**config.mk**
```make
export PLATFORM = sky130hd
export DESIGN_NAME = channel_loopback_fault_reset
export DESIGN_NICKNAME = d
export VERILOG_FILES = /design/src/include/chan_ctrl_pkg.sv /design/src/core/bit_sync.sv /design/src/core/elastic_mem.sv /design/src/core/channel_loopback_fault_reset.sv
export SDC_FILE = /design/constraint.sdc
export NUM_CORES = 1
export LEC_CHECK = 0
export BUFFER_PORTS_ARGS = -buffer_cell sky130_fd_sc_hd__buf_2
export CAP_MARGIN = 15
export CORE_MARGIN = 5
export CORE_UTILIZATION = 48
export DETAILED_ROUTE_END_ITERATION = 8
export MAX_ROUTING_LAYER = met4
export PLACE_DENSITY = 0.78
export SYNTH_ARGS = -nofsm -noshare
export SYNTH_HDL_FRONTEND = slang
export SYNTH_SLANG_ARGS = --single-unit
```
**constraint.sdc**
```tcl
create_clock -name mclk_in -period 2.2 [get_ports mclk_in]
set_clock_uncertainty 0.2 [all_clocks]
set_input_delay 0.33 -clock mclk_in [delete_from_list [all_inputs] [get_ports mclk_in]]
set_output_delay 0.33 -clock mclk_in [all_outputs]
set_load 0.02 [all_outputs]
```
**src/include/chan_ctrl_pkg.sv**
```systemverilog
// Package with constants and types for the per-channel control block
package chan_ctrl_pkg;

  // ----------------------------------------
  // Sizes
  // ----------------------------------------
  localparam int NUM_CHAN = 4;
  localparam int AMP_W = 8;
  localparam int EB_DEPTH = 8;
  localparam int EB_PTR_W = 3;

  // ----------------------------------------
  // Register byte offsets
  // ----------------------------------------
  localparam logic [4:0] OFS_IRQ_STATUS = 5'h00;
  localparam logic [4:0] OFS_IRQ_ENABLE = 5'h04;
  localparam logic [4:0] OFS_IRQ_CLEAR = 5'h08;
  localparam logic [4:0] OFS_LATCH_VIEW = 5'h0c;
  localparam logic [4:0] OFS_SW_LOOP = 5'h10;
  localparam logic [4:0] OFS_LIVE_STATUS = 5'h14;

  // ----------------------------------------
  // Field positions
  // ----------------------------------------
  localparam int IRQ_FAULT_SET_LSB = 0;
  localparam int IRQ_FAULT_GONE_LSB = 4;
  localparam int IRQ_SETTLED_BIT = 8;
  localparam int IRQ_W = 9;
  localparam int LIVE_FAULT_LSB = 0;
  localparam int LIVE_LOOP_LSB = 4;
  localparam int LIVE_SETTLED_BIT = 8;
  localparam int LATCH_OE_LSB = 0;
  localparam int LATCH_BIST_LSB = 8;
  localparam int LATCH_RXPWR_LSB = 16;

  // ----------------------------------------
  // Reset values
  // ----------------------------------------
  localparam logic [3:0] RST_DRIVER_LATCH = 4'h0;
  localparam logic [7:0] RST_SELFTEST_LATCH = 8'hff;
  localparam logic [3:0] RST_RX_POWER_LATCH = 4'h0;
  localparam logic [IRQ_W-1:0] RST_IRQ_ENABLE = 9'h000;
  localparam logic [3:0] RST_SW_LOOP = 4'h0;
  localparam logic [EB_PTR_W-1:0] EB_NOMINAL_SEP = 3'h4;

  // ----------------------------------------
  // Amplitude trip points
  // ----------------------------------------
  localparam logic [AMP_W-1:0] AMP_TRIP_LOW = 8'h20;
  localparam logic [AMP_W-1:0] AMP_TRIP_MID = 8'h40;
  localparam logic [AMP_W-1:0] AMP_TRIP_HIGH = 8'h80;

  // ----------------------------------------
  // Timing
  // ----------------------------------------
  localparam int SETTLE_CYCLES = 8;
  localparam int SETTLE_W = 4;

  typedef enum logic [1:0] {
    AMP_SEL_LOW = 2'b00,
    AMP_SEL_MID = 2'b01,
    AMP_SEL_HIGH = 2'b10
  } amp_sel_t;

  typedef enum logic [1:0] {
    DEV_RESET = 2'b00,
    DEV_SETTLE = 2'b01,
    DEV_RUN = 2'b10
  } dev_state_t;

  typedef struct packed {
    logic freq_bad;
    logic density_low;
    logic [AMP_W-1:0] amplitude;
  } detect_t;

  typedef struct packed {
    logic [3:0] driver_on;
    logic [7:0] selftest_n;
    logic [3:0] rx_power_on;
  } latches_t;

endpackage

```
**src/core/bit_sync.sv**
```systemverilog
// Two-stage synchroniser for a group of asynchronous levels
module bit_sync
  import chan_ctrl_pkg::*;
#(
  parameter int WIDTH = 4
) (
  input wire logic mclk_in,
  input wire logic rst_n_in,
  input wire logic [WIDTH-1:0] async_in,
  output logic [WIDTH-1:0] sync_out
);

  logic [WIDTH-1:0] meta_r;

  // First stage feeds only the second
  always_ff @(posedge mclk_in or negedge rst_n_in) begin
    if (!rst_n_in) begin
      meta_r <= '0;
      sync_out <= '0;
    end else begin
      meta_r <= async_in;
      sync_out <= meta_r;
    end
  end

endmodule

```
**src/core/elastic_mem.sv**
```systemverilog
// Small elasticity memory with registered read data
module elastic_mem
  import chan_ctrl_pkg::*;
#(
  parameter int WIDTH = 1,
  parameter int DEPTH = EB_DEPTH,
  parameter int PTR_W = EB_PTR_W
) (
  input wire logic mclk_in,
  input wire logic rst_n_in,
  input wire logic wr_en_in,
  input wire logic [PTR_W-1:0] wr_addr_in,
  input wire logic [WIDTH-1:0] wr_data_in,
  input wire logic [PTR_W-1:0] rd_addr_in,
  output logic [WIDTH-1:0] rd_data_out
);

  logic [WIDTH-1:0] mem_r [DEPTH];

  always_ff @(posedge mclk_in) begin
    if (wr_en_in) begin
      mem_r[wr_addr_in] <= wr_data_in;
    end
  end

  always_ff @(posedge mclk_in or negedge rst_n_in) begin
    if (!rst_n_in) begin
      rd_data_out <= '0;
    end else begin
      rd_data_out <= mem_r[rd_addr_in];
    end
  end

endmodule

```
**src/core/channel_loopback_fault_reset.sv**
```systemverilog
// Per-channel loopback, link fault, amplitude select and device reset logic
module channel_loopback_fault_reset
  import chan_ctrl_pkg::*;
#(
  parameter int NCH = NUM_CHAN
) (
  input wire logic mclk_in,
  input wire logic rst_n_in,
  // Avalon-MM slave
  input wire logic [4:0] address_in,
  input wire logic read_in,
  input wire logic write_in,
  input wire logic [31:0] writedata_in,
  input wire logic [3:0] byteenable_in,
  output logic [31:0] readdata_out,
  output logic waitrequest_out,
  output logic irq_out,
  // Configuration pins
  input wire logic device_reset_n_in,
  input wire logic [1:0] amplitude_level_select_in,
  input wire logic [NCH-1:0] loopback_enable_in,
  input wire logic selftest_latch_enable_in,
  input wire logic driver_latch_enable_in,
  input wire logic rx_power_latch_enable_in,
  input wire logic [7:0] shared_enable_bus_in,
  // Serial and detector side
  input wire logic [NCH-1:0] tx_serial_in,
  input wire logic [NCH-1:0] line_serial_in,
  input wire detect_t [NCH-1:0] detect_in,
  output logic [NCH-1:0] serial_out,
  output logic [NCH-1:0] driver_on_out,
  output logic [7:0] selftest_on_out,
  output logic [NCH-1:0] rx_power_on_out,
  output logic [NCH-1:0] cdr_in_out,
  output logic [NCH-1:0] rx_data_out,
  output logic [NCH-1:0] link_fault_n_out
);

  // ----------------------------------------
  // Device reset sequencing
  // ----------------------------------------
  localparam logic [SETTLE_W-1:0] SETTLE_LAST = SETTLE_W'(SETTLE_CYCLES - 1);

  dev_state_t dev_state_r;
  dev_state_t dev_state_nxt;
  logic [SETTLE_W-1:0] settle_cnt_r;
  logic settled;
  logic dev_rst;

  assign dev_rst = !device_reset_n_in;
  assign settled = (dev_state_r == DEV_RUN);

  always_comb begin
    dev_state_nxt = dev_state_r;
    case (dev_state_r)
      DEV_RESET: begin
        dev_state_nxt = DEV_SETTLE;
      end
      DEV_SETTLE: begin
        if (settle_cnt_r == SETTLE_LAST) begin
          dev_state_nxt = DEV_RUN;
        end
      end
      DEV_RUN: begin
        dev_state_nxt = DEV_RUN;
      end
      default: begin
        dev_state_nxt = DEV_RESET;
      end
    endcase
    if (dev_rst) begin
      dev_state_nxt = DEV_RESET;
    end
  end

  always_ff @(posedge mclk_in or negedge rst_n_in) begin
    if (!rst_n_in) begin
      dev_state_r <= DEV_RESET;
    end else begin
      dev_state_r <= dev_state_nxt;
    end
  end

  // Settle count bounds release-to-run well under sixteen cycles
  always_ff @(posedge mclk_in or negedge rst_n_in) begin
    if (!rst_n_in) begin
      settle_cnt_r <= '0;
    end else if (dev_rst || dev_state_r != DEV_SETTLE) begin
      settle_cnt_r <= '0;
    end else begin
      settle_cnt_r <= settle_cnt_r + 1'b1;
    end
  end

  // ----------------------------------------
  // Enable latches on the shared bus
  // ----------------------------------------
  latches_t latch_r;
  logic [3:0] rx_half;
  logic [3:0] oe_half;

  // Receive and driver enables sit on the even bus lines
  for (genvar i = 0; i < 4; i++) begin : g_even
    assign oe_half[i] = shared_enable_bus_in[2*i];
    assign rx_half[i] = shared_enable_bus_in[2*i];
  end

  // Reset dominates an open latch so the safe state is certain
  always_ff @(posedge mclk_in or negedge rst_n_in) begin
    if (!rst_n_in) begin
      latch_r.driver_on <= RST_DRIVER_LATCH;
    end else if (dev_rst) begin
      latch_r.driver_on <= RST_DRIVER_LATCH;
    end else if (driver_latch_enable_in) begin
      latch_r.driver_on <= oe_half;
    end
  end

  always_ff @(posedge mclk_in or negedge rst_n_in) begin
    if (!rst_n_in) begin
      latch_r.selftest_n <= RST_SELFTEST_LATCH;
    end else if (dev_rst) begin
      latch_r.selftest_n <= RST_SELFTEST_LATCH;
    end else if (selftest_latch_enable_in) begin
      latch_r.selftest_n <= shared_enable_bus_in;
    end
  end

  always_ff @(posedge mclk_in or negedge rst_n_in) begin
    if (!rst_n_in) begin
      latch_r.rx_power_on <= RST_RX_POWER_LATCH;
    end else if (dev_rst) begin
      latch_r.rx_power_on <= RST_RX_POWER_LATCH;
    end else if (rx_power_latch_enable_in) begin
      latch_r.rx_power_on <= rx_half;
    end
  end

  // ----------------------------------------
  // Loopback selection
  // ----------------------------------------
  logic [NCH-1:0] loop_sync;
  logic [NCH-1:0] sw_loop_r;
  logic [NCH-1:0] loop_act;

  bit_sync #(
    .WIDTH(NCH)
  ) u_loop_sync (
    .mclk_in(mclk_in),
    .rst_n_in(rst_n_in),
    .async_in(loopback_enable_in),
    .sync_out(loop_sync)
  );

  assign loop_act = loop_sync | sw_loop_r;

  // ----------------------------------------
  // Amplitude trip point
  // ----------------------------------------
  logic [AMP_W-1:0] amp_trip;

  always_comb begin
    case (amp_sel_t'(amplitude_level_select_in))
      AMP_SEL_LOW: amp_trip = AMP_TRIP_LOW;
      AMP_SEL_HIGH: amp_trip = AMP_TRIP_HIGH;
      default: amp_trip = AMP_TRIP_MID;
    endcase
  end

  // ----------------------------------------
  // Per-channel data path and fault
  // ----------------------------------------
  logic [EB_PTR_W-1:0] wr_ptr_r;
  logic [EB_PTR_W-1:0] rd_ptr_r;
  logic [NCH-1:0] fault;
  logic [NCH-1:0] rx_src;
  logic [NCH-1:0] eb_rd;

  // Write and read pointers shared across channels
  always_ff @(posedge mclk_in or negedge rst_n_in) begin
    if (!rst_n_in) begin
      wr_ptr_r <= EB_NOMINAL_SEP;
      rd_ptr_r <= '0;
    end else if (dev_rst) begin
      wr_ptr_r <= EB_NOMINAL_SEP;
      rd_ptr_r <= '0;
    end else begin
      wr_ptr_r <= wr_ptr_r + 1'b1;
      rd_ptr_r <= rd_ptr_r + 1'b1;
    end
  end

  for (genvar c = 0; c < NCH; c++) begin : g_chan
    // Line input is not even looked at while looped
    assign rx_src[c] = loop_act[c] ? tx_serial_in[c] : line_serial_in[c];
    // Disabled receiver overrides every detector term
    assign fault[c] = !latch_r.rx_power_on[c] || detect_in[c].freq_bad ||
                      detect_in[c].density_low ||
                      (detect_in[c].amplitude < amp_trip);

    elastic_mem #(
      .WIDTH(1),
      .DEPTH(EB_DEPTH),
      .PTR_W(EB_PTR_W)
    ) u_eb (
      .mclk_in(mclk_in),
      .rst_n_in(rst_n_in),
      // Written every edge, zeros while unpowered; after reset, reads of cells 0 to 3 come before their first write
      .wr_en_in(1'b1),
      .wr_addr_in(wr_ptr_r),
      .wr_data_in(rx_src[c] & latch_r.rx_power_on[c]),
      .rd_addr_in(rd_ptr_r),
      .rd_data_out(eb_rd[c])
    );
  end

  // Outputs are registered, so fault shows one clock after its cause
  always_ff @(posedge mclk_in or negedge rst_n_in) begin
    if (!rst_n_in) begin
      serial_out <= '1;
      cdr_in_out <= '0;
      link_fault_n_out <= '0;
      rx_data_out <= '0;
    end else begin
      for (int c = 0; c < NCH; c++) begin
        serial_out[c] <= loop_act[c] ? 1'b1 : tx_serial_in[c];
      end
      cdr_in_out <= rx_src;
      link_fault_n_out <= ~fault;
      // Data held at zero until the settle window closes
      rx_data_out <= settled ? eb_rd : '0;
    end
  end

  always_ff @(posedge mclk_in or negedge rst_n_in) begin
    if (!rst_n_in) begin
      driver_on_out <= RST_DRIVER_LATCH;
      selftest_on_out <= '0;
      rx_power_on_out <= RST_RX_POWER_LATCH;
    end else begin
      driver_on_out <= latch_r.driver_on;
      selftest_on_out <= ~latch_r.selftest_n;
      rx_power_on_out <= latch_r.rx_power_on;
    end
  end

  // ----------------------------------------
  // Interrupt events
  // ----------------------------------------
  logic [NCH-1:0] fault_d_r;
  logic settled_d_r;
  logic [IRQ_W-1:0] irq_event;
  logic [IRQ_W-1:0] irq_status_r;
  logic [IRQ_W-1:0] irq_enable_r;
  logic [IRQ_W-1:0] irq_clear;

  always_ff @(posedge mclk_in or negedge rst_n_in) begin
    if (!rst_n_in) begin
      fault_d_r <= '1;
      settled_d_r <= 1'b0;
    end else begin
      fault_d_r <= fault;
      settled_d_r <= settled;
    end
  end

  always_comb begin
    irq_event = '0;
    irq_event[IRQ_FAULT_SET_LSB +: NCH] = fault & ~fault_d_r;
    irq_event[IRQ_FAULT_GONE_LSB +: NCH] = ~fault & fault_d_r;
    irq_event[IRQ_SETTLED_BIT] = settled & !settled_d_r;
  end

  // A new event outranks a clear in the same cycle
  always_ff @(posedge mclk_in or negedge rst_n_in) begin
    if (!rst_n_in) begin
      irq_status_r <= '0;
    end else begin
      irq_status_r <= (irq_status_r & ~irq_clear) | irq_event;
    end
  end

  always_ff @(posedge mclk_in or negedge rst_n_in) begin
    if (!rst_n_in) begin
      irq_out <= 1'b0;
    end else begin
      irq_out <= |(irq_status_r & irq_enable_r);
    end
  end

  // ----------------------------------------
  // Avalon-MM slave
  // ----------------------------------------
  logic req;
  logic wr_take;
  logic [31:0] rd_word;
  logic [31:0] be_mask;

  assign req = (read_in || write_in) && waitrequest_out;
  assign wr_take = write_in && !waitrequest_out;

  for (genvar b = 0; b < 4; b++) begin : g_be
    assign be_mask[8*b +: 8] = {8{byteenable_in[b]}};
  end

  assign irq_clear = (wr_take && address_in == OFS_IRQ_CLEAR) ?
                     (writedata_in[IRQ_W-1:0] & be_mask[IRQ_W-1:0]) : '0;

  // Fixed one-cycle answer keeps the slave free of a state machine
  always_ff @(posedge mclk_in or negedge rst_n_in) begin
    if (!rst_n_in) begin
      waitrequest_out <= 1'b1;
    end else begin
      waitrequest_out <= !req;
    end
  end

  always_comb begin
    rd_word = '0;
    if (address_in == OFS_IRQ_STATUS) begin
      rd_word[IRQ_W-1:0] = irq_status_r;
    end else if (address_in == OFS_IRQ_ENABLE) begin
      rd_word[IRQ_W-1:0] = irq_enable_r;
    end else if (address_in == OFS_LATCH_VIEW) begin
      rd_word[LATCH_OE_LSB +: 4] = latch_r.driver_on;
      rd_word[LATCH_BIST_LSB +: 8] = latch_r.selftest_n;
      rd_word[LATCH_RXPWR_LSB +: 4] = latch_r.rx_power_on;
    end else if (address_in == OFS_SW_LOOP) begin
      rd_word[NCH-1:0] = sw_loop_r;
    end else if (address_in == OFS_LIVE_STATUS) begin
      rd_word[LIVE_FAULT_LSB +: NCH] = fault;
      rd_word[LIVE_LOOP_LSB +: NCH] = loop_act;
      rd_word[LIVE_SETTLED_BIT] = settled;
    end else begin
      rd_word = '0;
    end
  end

  always_ff @(posedge mclk_in or negedge rst_n_in) begin
    if (!rst_n_in) begin
      readdata_out <= '0;
    end else if (req && read_in) begin
      readdata_out <= rd_word;
    end
  end

  always_ff @(posedge mclk_in or negedge rst_n_in) begin
    if (!rst_n_in) begin
      irq_enable_r <= RST_IRQ_ENABLE;
    end else if (wr_take && address_in == OFS_IRQ_ENABLE) begin
      irq_enable_r <= (irq_enable_r & ~be_mask[IRQ_W-1:0]) |
                      (writedata_in[IRQ_W-1:0] & be_mask[IRQ_W-1:0]);
    end
  end

  // Software loopback is cleared by device reset like the latches and buffer pointers
  always_ff @(posedge mclk_in or negedge rst_n_in) begin
    if (!rst_n_in) begin
      sw_loop_r <= RST_SW_LOOP;
    end else if (dev_rst) begin
      sw_loop_r <= RST_SW_LOOP;
    end else if (wr_take && address_in == OFS_SW_LOOP && byteenable_in[0]) begin
      sw_loop_r <= writedata_in[NCH-1:0];
    end
  end

endmodule

```
=== Word-level counts from Yosys, hierarchy flattened ===
Memory sizes are Yosys's and may differ from the RTL's. A register that Yosys moved wholly into a read port is not among the register bits.
Cells that the tools add are included.
W data, S select, Z words.

* Flip-flop bits (word level): 129
* Memory bits (writable): 32
* Memories: 4

* Add/subtract/negate cells: 3
* Order comparisons: 4
* Equal/unequal tests: 15
* Muxes and demuxes: 35
* Bitwise gates (word level): 19
* Reductions and logical operators: 37

{| class="wikitable"
|+ Memory list
! memory !! depth !! width !! rd ports !! clocked after memory_dff !! wr ports !! RTL line !! text
|-
| g_chan[0].u_eb.mem_r || 8 || 1 || 1 || 1 || 1 || elastic_mem.sv:18 || <nowiki>logic [WIDTH-1:0] mem_r [DEPTH];</nowiki>
|-
| g_chan[1].u_eb.mem_r || 8 || 1 || 1 || 1 || 1 || elastic_mem.sv:18 ||
|-
| g_chan[2].u_eb.mem_r || 8 || 1 || 1 || 1 || 1 || elastic_mem.sv:18 ||
|-
| g_chan[3].u_eb.mem_r || 8 || 1 || 1 || 1 || 1 || elastic_mem.sv:18 ||
|}

{| class="wikitable"
|+ Operator list
! cell !! number
|-
| $mux W23 || 2
|-
| $mux W4 || 11
|-
| $and A9 B9 Y9 || 4
|-
| $mux W9 || 4
|-
| $lt A8 B8 Y1 || 4
|-
| $not A9 Y9 || 2
|-
| $or A9 B9 Y9 || 2
|-
| $mux W8 || 2
|-
| $pmux W8 S2 || 1
|-
| $logic_or A1 B1 Y1 || 14
|-
| $logic_not A1 Y1 || 12
|-
| $mux W12 || 1
|-
| $eq A5 B4 Y1 const B || 2
|-
| $eq A5 B5 Y1 const B || 2
|-
| $ne A2 B1 Y1 const B || 5
|-
| $reduce_or A9 Y1 || 1
|-
| $and A4 B4 Y4 || 2
|-
| $mux W1 || 8
|-
| $not A4 Y4 || 2
|-
| $not A8 Y8 || 1
|-
| $logic_and A1 B1 Y1 || 7
|-
| $add A3 B1 Y3 const B || 2
|-
| $mux W3 || 2
|-
| $pmux W2 S3 || 1
|-
| 12 further kinds || 19
|}

=== Depth between registers and ports, before layout ===
Gate-level depths: netlist of run 1.

* Word-level depth: 9
* Depth in mapped cells: 8

=== Cells and area by module ===
A second synthesis of run 1 with hierarchy kept.

* Cell total of the unflattened synthesis: 504
* Area total of the unflattened synthesis: 6467.5 um^2

{| class="wikitable"
|+ By module, submodules not included
! module !! times used !! cells an instance !! area an instance (um^2) !! seq. area each (um^2)
|-
| channel_loopback_fault_reset || 1 || 396 || 4715.8 || 2750.1
|-
| elastic_mem || 4 || 25 || 387.9 || 265.3
|-
| bit_sync || 1 || 8 || 200.2 || 200.2
|}

=== Least setup slack after synthesis of run 1 ===
No wires, ideal clock.

* Path kind: input-to-reg
* From: input amplitude_level_select_in[0]
* To: register readdata_out[0]
* Data arrival time: 1.645 ns
* Slack: 0.220 ns
* Stages: 8
* Path buffers: 0
* Cells stage by stage: inv_1 -> nand2_1 -> ha_1 -> a21oi_1 -> a2111oi_4 -> o22ai_1 -> nand2_1 -> a31oi_1

* Longest elaborated chain between the ends: 9
* Elaborated cells on any way between the ends: 10
* Classes of those cells: 1 x order compare; 1 x eq/ne; 6 x mux; 2 x reduce/logical

{| class="wikitable"
|+ Ends and longest elaborated chain
! item !! RTL line !! text
|-
| from (decl) || channel_loopback_fault_reset.sv:20 || <nowiki>input wire logic [1:0] amplitude_level_select_in,</nowiki>
|-
| $eq A2 B2 Y1 / $logic_not A2 Y1 (equally long branches) || channel_loopback_fault_reset.sv:163 || <nowiki>case (amp_sel_t'(amplitude_level_select_in))</nowiki>
|-
| $pmux W8 S2 * || channel_loopback_fault_reset.sv:163 ||
|-
| $lt A8 B8 Y1 * || channel_loopback_fault_reset.sv:199 || <nowiki>(detect_in[c].amplitude < amp_trip);</nowiki>
|-
| $logic_or A1 B1 Y1 * || channel_loopback_fault_reset.sv:198 || <nowiki>detect_in[c].density_low ||</nowiki>
|-
| $mux W9 * || channel_loopback_fault_reset.sv:330 || <nowiki>end else if (address_in == OFS_LIVE_STATUS) begin</nowiki>
|-
| $mux W4 * || channel_loopback_fault_reset.sv:328 || <nowiki>end else if (address_in == OFS_SW_LOOP) begin</nowiki>
|-
| $mux W4 * || channel_loopback_fault_reset.sv:324 || <nowiki>end else if (address_in == OFS_LATCH_VIEW) begin</nowiki>
|-
| $mux W9 * || channel_loopback_fault_reset.sv:322 || <nowiki>end else if (address_in == OFS_IRQ_ENABLE) begin</nowiki>
|-
| $mux W9 * || channel_loopback_fault_reset.sv:320 || <nowiki>if (address_in == OFS_IRQ_STATUS) begin</nowiki>
|-
| to (signal assigned) || channel_loopback_fault_reset.sv:343 || <nowiki>readdata_out <= rd_word;</nowiki>
|-
| to (decl) || channel_loopback_fault_reset.sv:15 || <nowiki>output logic [31:0] readdata_out,</nowiki>
|}

Mark *: on every way between the ends. The rest lies on a longest branch, timed or not.
A chain may end at the register's enable or synchronous reset.

==> run summary, run 1 <==
Placeable core area -> 12700 sq um
CP Class -> reg -> reg
Post-CTS Repair Setup Buffers -> 0
Global-route wire length before repair -> 24.5 mm
RSZ-0062 raised after global routing -> no
Max-slew headroom -> 53.2%
Synth warn -> 0
Post-synth EDFFs -> 32
Area contributors post-synth -> dfrtp_1, edfxtp_1, dfstp_2
Setup ws final -> 0.289 ns
MaxCap Viol Count -> 0
Clock share of power -> 39.7%
Storage element area -> 4010 sq um
FF-to-FF setup slack -> 0.29 ns
Outcome -> finished clean
Initial antenna violation count -> 0
Layout cell share with drive strength beyond 1 -> 33.4%
Wire length per cell -> 18.3 um
Netlist cell types -> 54
Post-synth top area cell -> dfrtp_1
Vias per cell -> 5.29
Chip Width -> 124 um
Area growth from synthesis to layout -> 27.5%
Pre-CTS setup slack -> 0.00415 ns
Async SR Flop Fraction -> 79.1%
Setup TNS Final -> 0 ns
Critical Path Start Type -> flip-flop
CP Data Required Time -> 2.30 ns
Worst hold path class -> in -> reg
Remaining routing DRC violations -> 0
Vias -> 4314
Num CTS Buffers -> 17
Chip height -> 124 um
Largest net degree at the start of global routing -> 44
Combinational share of power -> 12.9%
Register share of total power -> 47.3%
Crit-path max FO -> 10
Min cycle time layout -> 1.91 ns
Top-level I/O count -> 177
Top FF cell, synth -> dfrtp_1
Leakage -> 3.69 nW
Initial DRC Count -> 269
I/O Buffers -> 119
Post-placement cell area -> 7150 sq um
CP arrival -> 2.01 ns
Clock latency on the worst-skew pair -> 0.42 ns
Pre-antenna DRT Iters -> 5
H-tree Lvls -> 4
Max Clk Rate -> 523 MHz
Fillers -> 974
Syn Inst Count -> 460
Number of global-route vias before repair -> 4566
Clock Sinks -> 153
Multi-input logic area -> 2080 sq um
Detailed Route WL -> 14.9 mm
Int Power -> 5.18 mW
Maximum vdd drop -> 0.000519 V
Most frequent cells in the layout -> buf_2, dfrtp_1, nand2_1
Seq cells post-synth -> 153
Top cell type's share of synthesized area -> 41.0%
ANT nets after route -> 0
Initial core utilization -> 49.5%
DIE AREA -> 15500 sq um
Finished layout cell area -> 8020 sq um
Crit. End Element -> flip-flop
Sw power -> 1.76 mW
Post-layout net count -> 755
Post-synthesis cell area -> 6290 sq um
Switching Share -> 25.4%
Total global-route track usage -> 20.6%
Endpoints failing hold -> 0
Period utilization -> 86.9%
Max Slew Vio Count -> 0
Worst Max-Slew Pin Slew -> 0.700 ns
CTS clk-pin slew, worst paths -> 0.06 ns
CTS tree -> yes
Syn_area_per_cell -> 13.7 sq um
Final count of negative-setup-slack endpoints -> 0
Final HPWL from detailed placement -> 10.9 mm
Commonest non-fill, non-tap cell in the layout -> buf_2
Pwr/cell area -> 865 nW/um^2
Clk buf depth -> 2
ANT cells -> 0
Grt ovf -> 0
Clk root buf -> clkbuf_16
Num rows -> 41
RePlAce Congestion -> 0.905
Share of the yosys chip area belonging to registers -> 63.8%
-- area by class of cell --
| cell class | instances | share of cell area, % |
|---|---|---|
| inverters | 20 | 0.936 |
| repair buffers | 169 | 13.4 |
| flip-flops and latches | 153 | 50.0 |
| clock buffers | 19 | 5.40 |
| clock inverters | 13 | 1.59 |
| multi-input cells | 269 | 26.0 |
| well taps | 172 | 2.68 |
-- through the flow --
step / hold WS [ns] / util, % / total power [mW] / instances
2_1_floorplan: -0.166 / - / 3.81 / 471
5_1_grt: 0.0209 / 63.0 / 7.23 / 815
3_5_place_dp: 0.121 / 56.2 / 4.19 / 752
3_3_place_gp: 0.118 / 56.2 / 4.14 / 752
6_report: 0.0131 / 63.0 / 6.94 / 815
4_1_cts: 0.00545 / 63.0 / 6.99 / 815
-- cell usage after synthesis, types with 5 or more instances --
library cell and instances:
mux2i_1 12, nor2b_1 14, a31oi_1 5, clkbuf_1 13
edfxtp_1 32, or3_1 8, dfstp_2 18, a221oi_1 5
nand2_1 47, dfrtp_1 103, inv_1 20, ha_1 14
o211ai_1 8, nand3_1 5, a22o_1 16, mux2_1 8
mux4_2 8, mux2_2 8, buf_4 12, o21ai_0 10
nor2_1 17, a21oi_1 8, and2_1 12
-- worst max-delay path: stages (launching register included) --
cell     delay (ns)
dfrtp_1        0.71
mux4_2         0.59
mux2_2         0.29
-- path summary, 6_finish.rpt --
check | depth (start not counted) | to | startpoint
max in group asynchronous | 3 | waitrequest_out$_DFF_PN1_ | rst_n_in
hold reg to reg | 0 | u_loop_sync.sync_out[0]$_DFF_PN0_ | u_loop_sync.meta_r[0]$_DFF_PN0_
setup reg to reg | 2 | g_chan[0].u_eb.rd_data_out$_DFF_PN0_ | rd_ptr_r[0]$_DFF_PN0_
min in group asynchronous | 2 | u_loop_sync.meta_r[1]$_DFF_PN0_ | rst_n_in
hold / removal | 2 | wr_ptr_r[2]$_DFF_PN1_ | device_reset_n_in
setup / recovery | 2 | g_chan[0].u_eb.rd_data_out$_DFF_PN0_ | rd_ptr_r[0]$_DFF_PN0_
-- registers in the layout, summed over array words and instances, names as in the netlist, 8 cells and up, named ones only --
name	count
g_chan.u_eb.mem_r	32
readdata_out	20
selftest_on_out	8
irq_status_r	9
latch_r	16
-- power groups by stage --
stage / Combinational (mW) / Sequential, mW / Clock, mW
after CTS: 0.908 / 3.28 / 2.80
after global placement: 0.823 / 3.32 / 0
after detailed placement: 0.857 / 3.33 / 0
after global routing: 0.987 / 3.31 / 2.93
final: 0.899 / 3.29 / 2.76
after floorplan: 0.430 / 3.38 / 0
-- timing repair --
action	4_1_cts	5_1_grt
resized for setup	0	0
endpoints found under the hold margin	58	0
setup endpoints to repair	0	0
hold buffers	31	0
-- layer usage --
| layer | track usage [%] | up-vias | part of all wire (%) |
|---|---|---|---|
| met5 | - | - | 0 |
| met1 | 26.0 | 2150 | 42 |
| met2 | 32.7 | 165 | 49 |
| li1 | - | 1975 | - |
| met3 | 4.80 | 24 | 6.4 |
| met4 | 7.54 | 0 | 2.2 |
-- logic make-up (layout without fill, tap and decap cells) --
| group | after synthesis | count (layout) | share of synthesized area, % |
|---|---|---|---|
| DFF | 153 | 153 | 63.8 |
| and+or+nand+nor | 126 | 126 | 10.8 |
| AOI/OAI and AO/OA | 76 | 76 | 10.4 |
| buffers and inverters | 49 | 221 | 3.82 |
| muxes | 37 | 37 | 7.87 |
| adders and majority gates | 14 | 14 | 2.78 |
| xor gates and xnor gates | 4 | 4 | 0.557 |
| other | 1 | 12 | 0.0596 |
Power figures use the tool's default switching activity.
==> run 2, diff against run 1 <==
- HOLD_SLACK_MARGIN: not set -> 0.03
==> run summary, run 2 (synthesis gave the netlist of run 1 again) <==
Outcome -> finished clean
Area growth from synthesis to layout -> 28.4%
Register share of total power -> 47.2% (about the same)
Clock Sinks -> 153 (unchanged)
RePlAce Congestion -> 0.905 (unchanged)
Layout cell share with drive strength beyond 1 -> 33.1% (-0.31 points)
Slowest cell on the critical path -> dfrtp_1
RSZ-0062 raised after global routing -> no
ANT cells -> 0 (unchanged)
Total global-route track usage -> 20.7% (+0.11 points)
WP buf/inv -> 0 (unchanged)
Worst Max-Slew Pin Slew -> 0.700 ns (+0.000181 ns)
Num rows -> 41 (unchanged)
Wire length per cell -> 18.3 um (+0.30%)
Vias per cell -> 5.28 (-0.25%)
I/O Buffers -> 119 (unchanged)
Switching Share -> 25.5% (+0.062 points)
Clk buf depth -> 2 (unchanged)
Worst hold path class -> in -> reg
Grt ovf -> 0 (unchanged)
Detailed Route WL -> 15.1 mm (+1.0%)
Crit-path max FO -> 10 (unchanged)
Chip Width -> 124 um (unchanged)
Regs by FF count -> g_chan.u_eb.mem_r: 32 flops, readdata_out: 20 flops, latch_r: 16 flops
Max Clk Rate -> 522 MHz (-0.16%)
Int Power -> 5.19 mW (+0.14%)
Initial antenna violation count -> 0 (unchanged)
Initial DRC Count -> 275 (+2.2%)
CTS tree -> yes
Final count of negative-setup-slack endpoints -> 0 (unchanged)
CTS clk-pin slew, worst paths -> 0.06 ns (about the same)
Max reg flops -> 32 (unchanged)
Max Slew Vio Count -> 0 (unchanged)
Num CTS Buffers -> 17 (unchanged)
Number of global-route vias before repair -> 4580 (+0.31%)
Fillers -> 966 (-0.82%)
Endpoints failing hold -> 0 (unchanged)
Max-slew headroom -> 53.2% (about the same)
CP arrival -> 2.01 ns (about the same)
Period utilization -> 87.0% (+0.14 points)
CP Data Required Time -> 2.30 ns (about the same)
CP delay by family, top -> multiplexers
Initial core utilization -> 49.5% (unchanged)
MaxCap Viol Count -> 0 (unchanged)
Critical Path Start Type -> flip-flop
DIE AREA -> 15500 sq um (unchanged)
Clock latency on the worst-skew pair -> 0.42 ns (about the same)
Remaining routing DRC violations -> 0 (unchanged)
Largest Register -> g_chan.u_eb.mem_r
Crit. End Element -> flip-flop
Top-level I/O count -> 177 (unchanged)
Critical path, cell by cell -> mux4_2, mux2_2
Vias -> 4335 (+0.49%)
Most frequent cells in the layout -> buf_2, dfrtp_1, nand2_1
Post-layout net count -> 761 (+0.79%)
Pwr/cell area -> 861 nW/um^2 (-0.53%)
H-tree Lvls -> 4 (unchanged)
Combinational share of power -> 13.1% (+0.2 points)
Clock share of power -> 39.7% (about the same)
Commonest non-fill, non-tap cell in the layout -> buf_2
ANT nets after route -> 0 (unchanged)
Min cycle time layout -> 1.91 ns (+0.00310 ns)
Crit path largest cell delay -> 0.71 ns (about the same)
Placeable core area -> 12700 sq um (unchanged)
Setup TNS Final -> 0 ns (unchanged)
Largest net degree at the start of global routing -> 44 (unchanged)
Leakage -> 3.71 nW (+0.68%)
Clk root buf -> clkbuf_16
Maximum vdd drop -> 0.000521 V (+0.36%)
CP Class -> reg -> reg
Post-CTS Repair Setup Buffers -> 0 (unchanged)
Pre-antenna DRT Iters -> 5 (unchanged)
Hold_ws -> 0.0550 ns (+0.0419 ns)
Sw power -> 1.77 mW (+0.46%)
Global-route wire length before repair -> 24.6 mm (+0.76%)
Chip height -> 124 um (unchanged)
Final HPWL from detailed placement -> 10.9 mm (unchanged)
[run 2: cell types whose count changed in the layout (fill, tap and decap cells not counted), sizes merged]
cell	before	now
dlygate4sd3	31	37
[run 2: worst paths after layout]
check,from,cells past startpoint,endpoint,slack [ns]
max,rd_ptr_r[0]$_DFF_PN0_,2,g_chan[0].u_eb.rd_data_out$_DFF_PN0_,0.29
min in group asynchronous,rst_n_in,2,u_loop_sync.meta_r[1]$_DFF_PN0_,0.24
max reg2reg,rd_ptr_r[0]$_DFF_PN0_,2,g_chan[0].u_eb.rd_data_out$_DFF_PN0_,0.29
min,detect_in[19],3,link_fault_n_out[1]$_DFF_PN0_,0.06
max in group asynchronous,rst_n_in,3,waitrequest_out$_DFF_PN1_,0.88
min reg2reg,u_loop_sync.meta_r[2]$_DFF_PN0_,0,u_loop_sync.sync_out[2]$_DFF_PN0_,0.15
[run 2: per-stage QoR]
stage	cell area [sq um]	total power, mW	utilization (%)	worst slack, ns	std cells
6_report	8080	6.96	63.5	0.286	821
5_1_grt	8080	7.24	63.5	0.183	821
4_1_cts	8080	7.00	63.5	0.246	821
3_5_place_dp	7150	4.19	56.2	0.00415	752
3_3_place_gp	7150	4.14	56.2	0.0634	752
2_1_floorplan	6330	3.81	-	0.220	471
[run 2: what timing repair did]
action	CTS	global route
resized for setup	0	0
endpoints found under the hold margin	76	0
hold buffers	37	0
[run 2: power by group through the flow]
stage	registers, mW	clock network [mW]	logic, mW
3_5_place_dp	3.33	0	0.857
4_1_cts	3.28	2.80	0.916
6_report	3.28	2.76	0.910
2_1_floorplan	3.38	0	0.430
3_3_place_gp	3.32	0	0.823
5_1_grt	3.31	2.93	0.995
[run 2: final cells by class]
type                            count  area, sq um  area share (%)
Timing Repair Buffer              175         1140            14.1
Clock buffer                       19          433            5.36
Tap cell                          172          215            2.66
Clock inverter                     13          128            1.58
Sequential cell                   153         4010            49.6
Inverter                           20         75.1           0.929
Multi-Input combinational cell    269         2080            25.8
[run 2: per-layer routing]
layer / vias up / wire length [um] / track usage [%]
met5: - / 0 / -
met1: 2166 / 6390 / 26.2
met3: 27 / 851 / 4.76
li1: 1984 / - / -
met2: 158 / 7470 / 32.9
met4: 0 / 340 / 7.54
[run 2: tightest hold or removal path, stage by stage]
cell and delay [ns]:
buf_2 0.10, a2111oi_4 0.05, buf_4 0.14
